===== src/logic/tcs_pkg.sv =====
package tcs_pkg;
  localparam int         ADDR_W   = 8;      // byte address width
  localparam int         EV_N     = 4;      // event channel inputs
  localparam int         NC_LEN   = 4;      // noise cancel samples
  localparam logic [7:0] A_CTRL   = 8'h00;  // control word
  localparam logic [7:0] A_CNT    = 8'h04;  // counter value
  localparam logic [7:0] A_PER    = 8'h08;  // period buffer
  localparam logic [7:0] A_STAT   = 8'h0c;  // sticky flags, write one clears
  localparam logic [7:0] A_CC0    = 8'h10;  // first channel value
  localparam logic [7:0] CC_STEP  = 8'h04;  // channel register stride
  localparam logic [15:0] PER_RST = 16'hffff;
  localparam logic [1:0] HT_NSEQ  = 2'h2;   // ahb nonseq transfer
  localparam logic [3:0] CS_OFF   = 4'h0;   // counter stopped
  localparam logic [3:0] CS_EVT   = 4'h8;   // 8..15 select event clock, line from low two bits
  localparam logic [1:0] EC_UPDN  = 2'h1;   // event level is direction
  localparam logic [1:0] EC_QUAD  = 2'h2;   // quadrature decode
  localparam logic [1:0] EA_CAP   = 2'h1;   // input capture
  localparam logic [1:0] EA_FRQ   = 2'h2;   // frequency capture
  localparam logic [1:0] EA_PW    = 2'h3;   // pulse width capture
  localparam logic [1:0] HR_OFF   = 2'h0;   // hi-res off; 1 is 4x, 2 is 8x

  typedef enum logic [1:0] {WG_FRQ = 2'h0, WG_SS = 2'h1, WG_DS = 2'h2, WG_RSV = 2'h3} tcs_wg_t;

  typedef struct packed {
    logic [14:0] rsvd;
    logic [1:0]  hires;
    logic [1:0]  evcnt;
    logic [1:0]  evsel;
    logic [1:0]  evact;
    logic        split;
    logic        down;
    logic        capture;
    tcs_wg_t     wg;
    logic [3:0]  clksel;
  } tcs_ctrl_t;

  typedef struct packed {
    logic [3:0] cc;
    logic       err;
    logic       ovf;
  } tcs_evt_t;

  // prescaler tick mask for selections 1..7
  function automatic logic [9:0] presc_mask(input logic [3:0] cs);
    case (cs)
      4'h1:    presc_mask = 10'h000;
      4'h2:    presc_mask = 10'h001;
      4'h3:    presc_mask = 10'h003;
      4'h4:    presc_mask = 10'h007;
      4'h5:    presc_mask = 10'h03f;
      4'h6:    presc_mask = 10'h0ff;
      4'h7:    presc_mask = 10'h3ff;
      default: presc_mask = 10'h000;
    endcase
  endfunction : presc_mask
endpackage : tcs_pkg


===== src/logic/tcs_timer.sv =====
// The placing of the registers and the AHB-Lite slave port were decided locally.
`timescale 1ns/10ps
`default_nettype none
module tcs_timer #(
  parameter int NUM_CH = 4,  // 4 full variant, 2 reduced
  parameter bit FULL   = 1   // split mode available when NUM_CH is 4
) (
  input  wire logic                        sys_clk,
  input  wire logic                        resetn,
  input  wire logic                        hsel,
  input  wire logic [tcs_pkg::ADDR_W-1:0]  haddr,
  input  wire logic [1:0]                  htrans,
  input  wire logic                        hwrite,
  input  wire logic [2:0]                  hsize,
  input  wire logic [31:0]                 hwdata,
  input  wire logic                        hready,
  output logic      [31:0]                 hrdata,
  output logic                             hreadyout,
  output logic                             hresp,
  input  wire logic [tcs_pkg::EV_N-1:0]    evt_i,
  output logic      [7:0]                  wave_o,
  output tcs_pkg::tcs_evt_t                evt_o,
  output logic      [1:0]                  hires_o
);
  import tcs_pkg::*;

  // register state
  tcs_ctrl_t   ctrl_r;          // mode and clock control
  logic [15:0] cnt_r;           // base counter
  logic [15:0] per_r;           // active period
  logic [15:0] perb_r;          // period buffer
  logic        ds_dn_r;         // dual-slope falling phase
  tcs_evt_t    sts_r;           // sticky flags
  logic [9:0]  pre_r;           // prescaler
  // bus state
  logic [ADDR_W-1:0] wa_r;      // write address held for data phase
  logic        wph_r;           // write data phase pending
  logic [31:0] rd_nxt;          // read mux
  logic        req, rd_req, wr_req;
  // event inputs after synchroniser
  logic [EV_N-1:0] ev_lvl, ev_rise, ev_fall;
  logic [1:0]  evb;             // quadrature b-phase index
  // counting
  logic [9:0]  msk;
  logic        pre_on, ev_clk, quad, updn, tick, down;
  logic        top, bot, ds;
  logic        lo_wrap, hi_wrap, wrap16, upd_lo, upd_hi;
  logic        restart, split, capt;
  // strobes
  logic        ctrl_wr, cnt_wr, per_wr, sts_wr;
  // channels
  logic [3:0]  hits, ovrs, wlo, whi, cc_wr, cc_rd, cap_stb;
  logic [15:0] ccv [4];
  tcs_evt_t    set;

  // channel register decode, used for reads, writes and read side effects
  function automatic logic is_cc(input logic [ADDR_W-1:0] a, input int i);
    is_cc = a == A_CC0 + CC_STEP * ADDR_W'(i);
  endfunction : is_cc

  // ---------------- bus slave ----------------
  assign req    = hsel && hready && htrans == HT_NSEQ;
  assign rd_req = req && !hwrite;
  assign wr_req = req && hwrite;
  // one wait state when a read follows a write, so it sees the new value
  assign hreadyout = !(wph_r && hsel && htrans == HT_NSEQ && !hwrite);
  assign hresp     = 1'b0;  // always okay

  // write address phase is remembered; data lands at the next edge
  always_ff @(posedge sys_clk or negedge resetn) begin
    if (!resetn) begin
      wph_r <= 1'b0;
      wa_r  <= '0;
    end else begin
      wph_r <= wr_req;
      if (wr_req) wa_r <= haddr;
    end
  end

  assign ctrl_wr = wph_r && wa_r == A_CTRL;
  assign cnt_wr  = wph_r && wa_r == A_CNT;
  assign per_wr  = wph_r && wa_r == A_PER;
  assign sts_wr  = wph_r && wa_r == A_STAT;

  // read mux; unmapped words read zero
  always_comb begin
    rd_nxt = '0;
    case (haddr)
      A_CTRL:  rd_nxt = ctrl_r;
      A_CNT:   rd_nxt = {16'h0000, cnt_r};
      A_PER:   rd_nxt = {16'h0000, perb_r};
      A_STAT:  rd_nxt = 32'(sts_r);
      default: begin
        for (int i = 0; i < 4; i++) begin
          if (is_cc(haddr, i)) rd_nxt = {16'h0000, ccv[i]};
        end
      end
    endcase
  end

  // read data taken at the address edge, so it comes from a flop
  always_ff @(posedge sys_clk or negedge resetn) begin
    if (!resetn) hrdata <= '0;
    else if (rd_req) hrdata <= rd_nxt;
  end

  // control register; split forced off in the reduced variant
  always_ff @(posedge sys_clk or negedge resetn) begin
    if (!resetn) begin
      ctrl_r <= '0;
    end else if (ctrl_wr) begin
      ctrl_r       <= tcs_ctrl_t'(hwdata);
      ctrl_r.rsvd  <= '0;
      ctrl_r.split <= hwdata[$bits(tcs_ctrl_t) - $bits(ctrl_r.rsvd) - 9] && FULL && NUM_CH == 4;
    end
  end

  // ---------------- event inputs ----------------
  // noise cancelling is on whenever the block captures
  tcs_sync #(.N(EV_N), .NC(NC_LEN)) u_sync (
    .sys_clk (sys_clk),
    .resetn  (resetn),
    .pin_i   (evt_i),
    .nc_en   (capt),
    .lvl_o   (ev_lvl),
    .rise_o  (ev_rise),
    .fall_o  (ev_fall)
  );

  // ---------------- clock and direction ----------------
  assign split  = ctrl_r.split;
  assign capt   = ctrl_r.capture && !split;
  assign msk    = presc_mask(ctrl_r.clksel);
  assign pre_on = ctrl_r.clksel != CS_OFF && ctrl_r.clksel < CS_EVT;
  assign ev_clk = ctrl_r.clksel >= CS_EVT;
  assign quad   = !split && ctrl_r.evcnt == EC_QUAD;
  assign updn   = !split && ctrl_r.evcnt == EC_UPDN;
  assign evb    = ctrl_r.evsel + 2'h1;
  assign ds     = !split && !capt && ctrl_r.wg == WG_DS;

  // one tick source for both halves in split mode
  always_comb begin
    if (quad) tick = ev_rise[ctrl_r.evsel];
    else if (pre_on) tick = (pre_r & msk) == msk;
    else if (ev_clk) tick = ev_rise[ctrl_r.clksel[1:0]];
    else tick = 1'b0;
  end

  // direction: split forces down, events may steer it
  always_comb begin
    if (split) down = 1'b1;
    else if (quad) down = ev_lvl[evb];
    else if (updn) down = ev_lvl[ctrl_r.evsel];
    else if (ds) down = ds_dn_r;
    else down = ctrl_r.down;
  end

  // free-running prescaler, held clear while stopped
  always_ff @(posedge sys_clk or negedge resetn) begin
    if (!resetn) pre_r <= '0;
    else if (!pre_on) pre_r <= '0;
    else pre_r <= pre_r + 10'h001;
  end

  // ---------------- counter ----------------
  assign top     = cnt_r >= per_r;
  assign bot     = cnt_r == '0;
  assign lo_wrap = tick && split && cnt_r[7:0] == '0;
  assign hi_wrap = tick && split && cnt_r[15:8] == '0;
  assign wrap16  = tick && !split && (ds ? ds_dn_r && bot : down ? bot : top);
  assign upd_lo  = split ? lo_wrap : wrap16;
  assign upd_hi  = split ? hi_wrap : wrap16;
  // frequency and pulse width capture restart the count
  assign restart = capt && (ctrl_r.evact == EA_FRQ || ctrl_r.evact == EA_PW) && ev_rise[ctrl_r.evsel];

  always_ff @(posedge sys_clk or negedge resetn) begin
    if (!resetn) begin
      cnt_r <= '0;
    end else if (cnt_wr) begin
      cnt_r <= hwdata[15:0];
    end else if (restart) begin
      cnt_r <= '0;
    end else if (tick) begin
      if (split) begin
        // two byte counters on one tick, each with its own period
        cnt_r[7:0]  <= cnt_r[7:0] == '0 ? per_r[7:0] : cnt_r[7:0] - 8'h01;
        cnt_r[15:8] <= cnt_r[15:8] == '0 ? per_r[15:8] : cnt_r[15:8] - 8'h01;
      end else if (ds) begin
        if (!ds_dn_r) cnt_r <= top ? cnt_r - 16'h0001 : cnt_r + 16'h0001;
        else cnt_r <= bot ? cnt_r + 16'h0001 : cnt_r - 16'h0001;
      end else if (down) begin
        cnt_r <= bot ? per_r : cnt_r - 16'h0001;
      end else begin
        cnt_r <= top ? '0 : cnt_r + 16'h0001;
      end
    end
  end

  // dual-slope phase turns at top and bottom
  always_ff @(posedge sys_clk or negedge resetn) begin
    if (!resetn) ds_dn_r <= 1'b0;
    else if (!ds) ds_dn_r <= 1'b0;
    else if (tick && !ds_dn_r && top) ds_dn_r <= 1'b1;
    else if (tick && ds_dn_r && bot) ds_dn_r <= 1'b0;
  end

  // period: writes hit the buffer, halves copy at their own wrap
  always_ff @(posedge sys_clk or negedge resetn) begin
    if (!resetn) begin
      perb_r <= PER_RST;
      per_r  <= PER_RST;
    end else begin
      if (per_wr) perb_r <= hwdata[15:0];
      if (upd_lo) per_r[7:0] <= perb_r[7:0];
      if (upd_hi) per_r[15:8] <= perb_r[15:8];
    end
  end

  // ---------------- channels ----------------
  for (genvar i = 0; i < 4; i++) begin : g_ch
    // channel i watches event evsel+i, so each channel captures from its own event line
    logic [1:0] es;
    assign es       = ctrl_r.evsel + 2'(i);
    assign cap_stb[i] = capt && (ctrl_r.evact == EA_PW ? ev_fall[es] :
                                 ctrl_r.evact != 2'h0 && ev_rise[es]);
    assign cc_wr[i] = wph_r && is_cc(wa_r, i);
    assign cc_rd[i] = rd_req && is_cc(haddr, i);
    if (i < NUM_CH) begin : g_on
      tcs_chan u_ch (
        .sys_clk (sys_clk),
        .resetn  (resetn),
        .sw_wr   (cc_wr[i]),
        .sw_data (hwdata[15:0]),
        .sw_rd   (cc_rd[i]),
        .upd_lo  (upd_lo),
        .upd_hi  (upd_hi),
        .tick    (tick),
        .cap_stb (cap_stb[i]),
        .cnt     (cnt_r),
        .capture (capt),
        .wg      (ctrl_r.wg),
        .split   (split),
        .rd_val  (ccv[i]),
        .hit     (hits[i]),
        .ovr     (ovrs[i]),
        .wav_lo  (wlo[i]),
        .wav_hi  (whi[i])
      );
    end else begin : g_off
      // reduced variant: no logic for the upper channels
      assign ccv[i]  = '0;
      assign hits[i] = 1'b0;
      assign ovrs[i] = 1'b0;
      assign wlo[i]  = 1'b0;
      assign whi[i]  = 1'b0;
    end
  end

  assign wave_o  = {whi, wlo};
  assign hires_o = capt ? HR_OFF : ctrl_r.hires;

  // ---------------- flags and events ----------------
  // overflow bit doubles as underflow in split mode
  assign set.ovf = upd_lo;
  assign set.err = |ovrs;
  assign set.cc  = hits;

  // a set in the clearing cycle wins
  always_ff @(posedge sys_clk or negedge resetn) begin
    if (!resetn) sts_r <= '0;
    else sts_r <= tcs_evt_t'((sts_r & ~(sts_wr ? hwdata[$bits(tcs_evt_t)-1:0] : '0)) | set);
  end

  // one-cycle event outputs to the event system
  always_ff @(posedge sys_clk or negedge resetn) begin
    if (!resetn) evt_o <= '0;
    else evt_o <= set;
  end
endmodule : tcs_timer
`default_nettype wire


===== src/logic/tcs_sync.sv =====
`timescale 1ns/10ps
`default_nettype none
module tcs_sync #(
  parameter int N  = 4,
  parameter int NC = 4
) (
  input  wire logic         sys_clk,
  input  wire logic         resetn,
  input  wire logic [N-1:0] pin_i,
  input  wire logic         nc_en,
  output logic      [N-1:0] lvl_o,
  output logic      [N-1:0] rise_o,
  output logic      [N-1:0] fall_o
);
  localparam int CW = $clog2(NC + 1);
  logic [N-1:0] s1_r, s2_r, s3_r;  // three-stage synchroniser

  // s1 feeds only s2, so metastability stays out of the filter
  always_ff @(posedge sys_clk or negedge resetn) begin
    if (!resetn) begin
      s1_r <= '0;
      s2_r <= '0;
      s3_r <= '0;
    end else begin
      s1_r <= pin_i;
      s2_r <= s1_r;
      s3_r <= s2_r;
    end
  end

  for (genvar i = 0; i < N; i++) begin : g_bit
    logic          lv_r, rs_r, fl_r;
    logic [CW-1:0] nc_r;  // samples the new level has held
    // new level accepted once s2 and s3 agree, optionally after a run
    always_ff @(posedge sys_clk or negedge resetn) begin
      if (!resetn) begin
        lv_r <= 1'b0;
        rs_r <= 1'b0;
        fl_r <= 1'b0;
        nc_r <= '0;
      end else if (s2_r[i] == s3_r[i] && s3_r[i] != lv_r) begin
        if (!nc_en || nc_r == CW'(NC - 1)) begin
          lv_r <= s3_r[i];
          rs_r <= s3_r[i];
          fl_r <= !s3_r[i];
          nc_r <= '0;
        end else begin
          rs_r <= 1'b0;
          fl_r <= 1'b0;
          nc_r <= nc_r + CW'(1);
        end
      end else begin
        rs_r <= 1'b0;
        fl_r <= 1'b0;
        nc_r <= '0;
      end
    end
    assign lvl_o[i]  = lv_r;
    assign rise_o[i] = rs_r;
    assign fall_o[i] = fl_r;
  end
endmodule : tcs_sync
`default_nettype wire


===== src/logic/tcs_chan.sv =====
`timescale 1ns/10ps
`default_nettype none
module tcs_chan (
  input  wire logic           sys_clk,
  input  wire logic           resetn,
  input  wire logic           sw_wr,
  input  wire logic [15:0]    sw_data,
  input  wire logic           sw_rd,
  input  wire logic           upd_lo,
  input  wire logic           upd_hi,
  input  wire logic           tick,
  input  wire logic           cap_stb,
  input  wire logic [15:0]    cnt,
  input  wire logic           capture,
  input  wire tcs_pkg::tcs_wg_t wg,
  input  wire logic           split,
  output logic      [15:0]    rd_val,
  output logic                hit,
  output logic                ovr,
  output logic                wav_lo,
  output logic                wav_hi
);
  import tcs_pkg::*;
  logic [15:0] act_r, buf_r;  // active and buffered value
  logic        bv_r;          // captured value not yet read
  logic        eq, lo_eq;

  assign eq     = cnt == act_r;
  assign lo_eq  = cnt[7:0] == act_r[7:0];
  assign rd_val = buf_r;

  // buffer stage: software writes or captures land here
  always_ff @(posedge sys_clk or negedge resetn) begin
    if (!resetn) begin
      buf_r <= '0;
      bv_r  <= 1'b0;
    end else if (capture && cap_stb) begin
      buf_r <= cnt;
      bv_r  <= 1'b1;
    end else if (sw_wr) begin
      buf_r <= sw_data;
    end else if (sw_rd) begin
      bv_r <= 1'b0;
    end
  end

  // active stage: halves load at their own update point; in capture mode the whole buffer loads on a capture over an unread value
  always_ff @(posedge sys_clk or negedge resetn) begin
    if (!resetn) begin
      act_r <= '0;
    end else if (capture) begin
      if (cap_stb && bv_r) act_r <= buf_r;
    end else begin
      if (upd_lo) act_r[7:0] <= buf_r[7:0];
      if (upd_hi) act_r[15:8] <= buf_r[15:8];
    end
  end

  // flag pulse and overrun; a capture over an unread one is an error
  always_ff @(posedge sys_clk or negedge resetn) begin
    if (!resetn) begin
      hit <= 1'b0;
      ovr <= 1'b0;
    end else begin
      hit <= capture ? cap_stb : tick && (split ? lo_eq : eq);
      ovr <= capture && cap_stb && bv_r && !sw_rd;
    end
  end

  // waveform outputs, quiet in capture mode
  always_ff @(posedge sys_clk or negedge resetn) begin
    if (!resetn) begin
      wav_lo <= 1'b0;
      wav_hi <= 1'b0;
    end else if (capture) begin
      wav_lo <= 1'b0;
      wav_hi <= 1'b0;
    end else if (split) begin
      wav_lo <= cnt[7:0] < act_r[7:0];
      wav_hi <= cnt[15:8] < act_r[15:8];
    end else begin
      wav_hi <= 1'b0;
      if (wg == WG_FRQ) begin
        if (tick && eq) wav_lo <= !wav_lo;
      end else begin
        wav_lo <= cnt < act_r;
      end
    end
  end
endmodule : tcs_chan
`default_nettype wire


===== config.mk =====
export PLATFORM = sky130hd
export DESIGN_NAME = tcs_timer
export DESIGN_NICKNAME = d
export VERILOG_FILES = /design/src/logic/tcs_pkg.sv /design/src/logic/tcs_timer.sv /design/src/logic/tcs_sync.sv /design/src/logic/tcs_chan.sv
export SDC_FILE = /design/constraint.sdc
export NUM_CORES = 1
export LEC_CHECK = 0
export BUFFER_PORTS_ARGS = -buffer_cell sky130_fd_sc_hd__clkbuf_2
export CAP_MARGIN = 20
export CORE_MARGIN = 3
export CORE_UTILIZATION = 31
export CTS_BUF_LIST = sky130_fd_sc_hd__clkbuf_16
export CTS_CLUSTER_SIZE = 40
export DETAILED_ROUTE_END_ITERATION = 6
export PLACE_DENSITY = 0.55
export SYNTH_ARGS = -nofsm -noshare
export SYNTH_HDL_FRONTEND = slang
export SYNTH_HIERARCHICAL = 1
export SYNTH_SLANG_ARGS = --single-unit

===== constraint.sdc =====
create_clock -name sys_clk -period 5.2 [get_ports sys_clk]
set_clock_uncertainty 0.2 [all_clocks]
set_input_delay 0.52 -clock sys_clk [delete_from_list [all_inputs] [get_ports sys_clk]]
set_output_delay 0.52 -clock sys_clk [all_outputs]
set_load 0.01 [all_outputs]

# After elaboration in Yosys (flattened, before gate mapping)
# Cells that the tools add are included.
# totals
reg_bits	313
in_bits	54
memories	0
latchBits	0
ramBits	0
wordCells	456
rom_bits	0
out_inout_bits	50
# op_classes
mul	0
shifts	0
n_eq_ne	60
n_bitwise	4
mux	154
n_reduce_logical	131
div_mod_pow	0
add_sub_neg	12
order_cmp	20
# op_table
operator	count
$mux 16	28
$pmux 32 s4	1
$mux 32	3
$mux 1	89
$mux 8	10
$logic_and 1x1->1	73
$eq 16x16->1	4
$eq 8x5->1 const B	8
$lt 16x16->1	4
$lt 8x8->1	8
$pmux 10 s6	1
$eq 8x4->1 const B	4
$eq 8x8->1	4
$logic_not 8->1	4
$reduce_and 2->1	16
$mux 3	8
$bmux 1 s2	11
$reduce_bool 2->1	11
$logic_not 1->1	17
$add 16x1->16 const B	1
$eq 4x3->1 const B	4
$eq 8x3->1 const B	2
$ge 16x16->1	1
$logic_not 16->1	1
33 further kinds	68

# Depth between registers and ports, before layout
# logic_depth
ltp_word	15
ltp_mapped	16

# Hierarchy
# Netlist, hierarchy kept.
# by_module_without_submodules
module	seq_area_each_um2	instances	area_per_inst_um2	cells_each
tcs_timer	2892.8	1	8244.2	896
tcs_chan	925.9	4	1985.7	207
tcs_sync	900.9	1	1481.4	117

# Least setup slack after synthesis
# OpenSTA, ideal clock, no wires.
# synth_timing
kind	flip-flop to flip-flop
start	register cnt_r[8]
end	register g_ch[0].g_on.u_ch.act_r[0]
t_arrival_ns	3.492
slack_ns	1.383
required_ns	4.875
path_stages_with_launch	15
n_path_buf	2
setup_ns	0.125
period_less_slack_ns	3.817
cell_sequence	dfrtp_1 -> clkbuf_1 -> inv_1 -> ha_1 -> or3b_2 -> or4b_4 -> buf_6 -> nor2_4 -> nor2_1 -> a31oi_4 -> o211ai_4 -> inv_1 -> inv_1 -> o21ai_2 -> mux2_2
# synth_lines
item	line_no	source
start: declaration	tcs_timer.sv:29	logic [15:0] cnt_r;
start signal: assignment	tcs_timer.sv:180	cnt_r <= hwdata[15:0];
start signal: assignment	tcs_timer.sv:187	cnt_r[15:8] <= cnt_r[15:8] == '0 ? per_r[15:8] : cnt_r[15:8] - 8'h01;
start signal: assignment	tcs_timer.sv:189	if (!ds_dn_r) cnt_r <= top ? cnt_r - 16'h0001 : cnt_r + 16'h0001;
end signal: assignment	tcs_chan.sv:52	if (cap_stb && bv_r) act_r <= buf_r;
end signal: assignment	tcs_chan.sv:54	if (upd_lo) act_r[7:0] <= buf_r[7:0];
end: declaration	tcs_chan.sv:24	logic [15:0] act_r, buf_r;

==> summary.md <==
| Metric | Value |
|---|---|
| Initial Util | approximately a third |
| Synthesis Warnings | 6 |
| Peak supply drop | approximately 270 µV |
| Async SR Flop Fraction | 100% |
| FMAX | about 0.24 GHz |
| Switching Power | around 4.5 mW |
| Die area | approximately 60000 µm² |
| Wirelength, routed | ~56000 µm |
| Congestion Overflow GR | 0 |
| Combinational share of power | 43.5% |
| Post-Route Setup TNS | 0 ns |
| WP data arrival | 4.41 ns |
| CTS tree | built |
| Mean Syn Cell Area | 9.60 µm² |
| Area share of the largest cell type after synthesis | a little under two fifths |
| Cell Int Power | approximately 6.2 mW |
| Cell Area, Synth | between 15000 and 20000 µm² |
| Placed instance count | around 2.6k |
| Initial antenna violation count | 3 |
| First-pass GRT wire length | approximately 85000 µm |
| Worst hold slack | between 0.02 and 0.03 ns |
| Post-CTS Setup Repair Bufs | 0 |
| Final Hold Fails | 0 |
| Post-DP Area | around 19000 µm² |
| Flop pwr share | about 36% |
| Top cells by area, synth | dfrtp_1 38%, ha_1 6.9%, nand2_1 5.1% |
| Placed wire-length estimate | between 30000 and 40000 µm |
| Most frequent cells in the layout | 266 x dfrtp_1, 239 x nand2_1, 167 x o21ai_0 |
| FILL cells | between 5k and 6k |
| Critical path data required time | about 5.4 ns |
| Synth Flop Type | dfrtp_1 |
| Core area | between 50000 and 60000 µm² |
| Placement Rows | 86 |
| 1st-iter DRT viols | around 1.3k |
| Min Clock Period, post-route | 4.19 ns |
| Most common cell after layout, fill and taps aside | dfrtp_1 |
| I/O pin total | between 100 and 150 |
| # clock sinks | around 300 |
| Drt pass-1 iters | 5 |
| Status | finished, final reports clean |
| Share of post-route cells with drive strength above 1 | between 15 and 20% |
| Yosys cell types | 83 |
| Largest net degree at the start of global routing | 93 |
| WL/cell | approximately 21 µm |
| Post-synthesis cell count | between 1.5k and 2k |
| Growth of design area from synthesis to finish | 12.2% |
| R2R cell count | 13 |
| Sequential element share of the synthesized area | approximately 42% |
| TritonCTS Buffers | 35 |
| Total GRT Usage | a little under a fifth |
| Design Power | about 11 mW |
| Startpoint Class | flip-flop |
| Clock power share | around a fifth |
| Final Wtd Congestion | ~0.9 |
| Leak | between 8 and 9 nW |
| CP endpoint kind | flip-flop |
| Residual DRC | 0 |
| Sw Ratio | 42.0% |
| H-Tree Level Count | 2 |
| Setup Viol. Count Final | 0 |
| Cell accounting for the most synthesized area | dfrtp_1 |
| Unrepaired setup endpoints after global routing | false |
| IO Port Bufs | between 60 and 70 |
| Hold path cells | 3 |
| # Max-Cap Violations | 0 |
| Root Buffer | clkbuf_16 |
| Slew Limit Fails | 0 |
| Final Non-Filler Cells | 2665 |
| Worst min-delay path category | in2reg |
| Clock slew at reported path FFs | approximately 0.060 ns |
| Clk_lat worst skew | 0.53 ns |
| Post-synthesis register bit count | slightly below 300 |
| Antenna Cells | 0 |
| Power per cell area | approximately 540 nW/µm² |
| Crit path max fanout | 15 |
| Layout Utilization | between 30% and 40% |
| Pre-CTS setup slack | between 1 and 1.5 ns |
| Clk buf depth | 3 |
| Post-DRT Antenna Nets | 0 |
| Worst Slack Setup Final | 1.01 ns |
| Worst Tran Pin Value | approximately 1.1 ns |
| Total number of vias | ~14k |
| Die Ht | roughly 240 µm |
| Reg2Reg Setup Slack | slightly above 1 ns |
| Nets@finish | ~2.0k |
| Number of global-route vias before repair | between 10k and 15k |
| Critical path class | reg2reg |
| Final Cell Area | around 20000 µm² |
| Period Utilization, post-route | between 80% and 90% |
| Vias/cell | around 5.4 |
| Number of flops mapped to enable cells by yosys | 0 |
| Slew HR | around 28% |
| Die X | between 200 and 250 µm |
-- Yosys cell counts (all sizes together), types with 12 or more instances --
library cell  instances
a211oi               31
a21o                 33
a21oi                70
a22oi                35
a31oi                24
and2                 14
buf                  72
clkbuf               52
dfrtp               266
dfstp                32
ha                   98
inv                 122
mux2                 60
mux2i                83
nand2               243
nand2b               14
nand3                27
nand3b               12
nand4                21
nor2                 62
nor2b                18
nor3                 36
nor4                 15
o211ai               13
o21ai               177
xnor2                18
xor2                 19
-- state kept, by name, summed over array words and instances, names as in the netlist, 12 cells and up --
register / cells
per_r: 16
ctrl_r: 16
g_ch.g_on.u_ch/rd_val: 64
cnt_r: 16
g_ch.g_on.u_ch/act_r: 64
perb_r: 16
hrdata: 17
u_sync/g_bit.nc_r: 12
-- metal layers --
| metal | part of all wire [%] | global-route usage (%) | routed length (µm) |
|---|---|---|---|
| met1 | 46 | 25.7 | 25900 |
| met2 | 44 | 28.3 | 24500 |
| met3 | 7.1 | 3.74 | 3960 |
| met4 | 2.7 | 5.68 | 1520 |
| met5 | 0 | 0 | 0 |
-- cells by family after synthesis --
group	synth area share, %
AO/OA/AOI/OAI	18.1
AND/OR/NAND/NOR	14.6
XOR/XNOR	1.83
flip-flops	42.4
adder cells (fa/ha/maj)	6.94
other	0.0212
buffers and inverters	6.68
multiplexers	9.42
-- what timing repair did --
item                                   4_1_cts  5_1_grt
hold buffers                                 5        0
resized for setup                            0        0
endpoints found under the hold margin       85        0
-- final timing paths --
kind / end / from
max: g_ch[0].g_on.u_ch/act_r[0] / per_r[14]
max reg2reg: g_ch[0].g_on.u_ch/act_r[0] / per_r[14]
min reg2reg: u_sync/s2_r[3] / u_sync/s1_r[3]
min in group asynchronous: cnt_r[14] / resetn
min: wa_r[7] / haddr[7]
max in group asynchronous: g_ch[1].g_on.u_ch/rd_val[11] / resetn
-- power groups by stage --
stage | sequential (mW) | combinational, mW | clock (mW)
detailed placement | 3.86 | 4.58 | 0
global route | 3.93 | 5.17 | 2.35
floorplan | 3.64 | 3.25 | 0
global placement | 3.84 | 4.44 | 0
finish | 3.83 | 4.66 | 2.20
CTS | 3.83 | 4.61 | 2.26
-- worst max-delay path: stages (launching register included) --
cell	delay, ns
dfstp_2	0.56
inv_1	0.06
ha_1	0.30
nand4_1	0.22
or3_1	0.46
o41a_1	0.51
and3_1	0.25
a31oi_4	0.26
o211ai_4	0.23
inv_1	0.29
inv_1	0.08
o21ai_2	0.11
buf_4	0.20
mux2_2	0.34
-- cell type report --
type                       instances  area, µm²  share of cell area (%)
clock inverter                    23        100                   0.505
multi-input combinational       1310       9120                    46.0
sequential                       298       7500                    37.8
inverter                         124        465                    2.35
timing repair buffer             127        831                    4.19
clock buffer                      35        876                    4.42
tap                              748        936                    4.72
(Power assumes the default switching activity.)
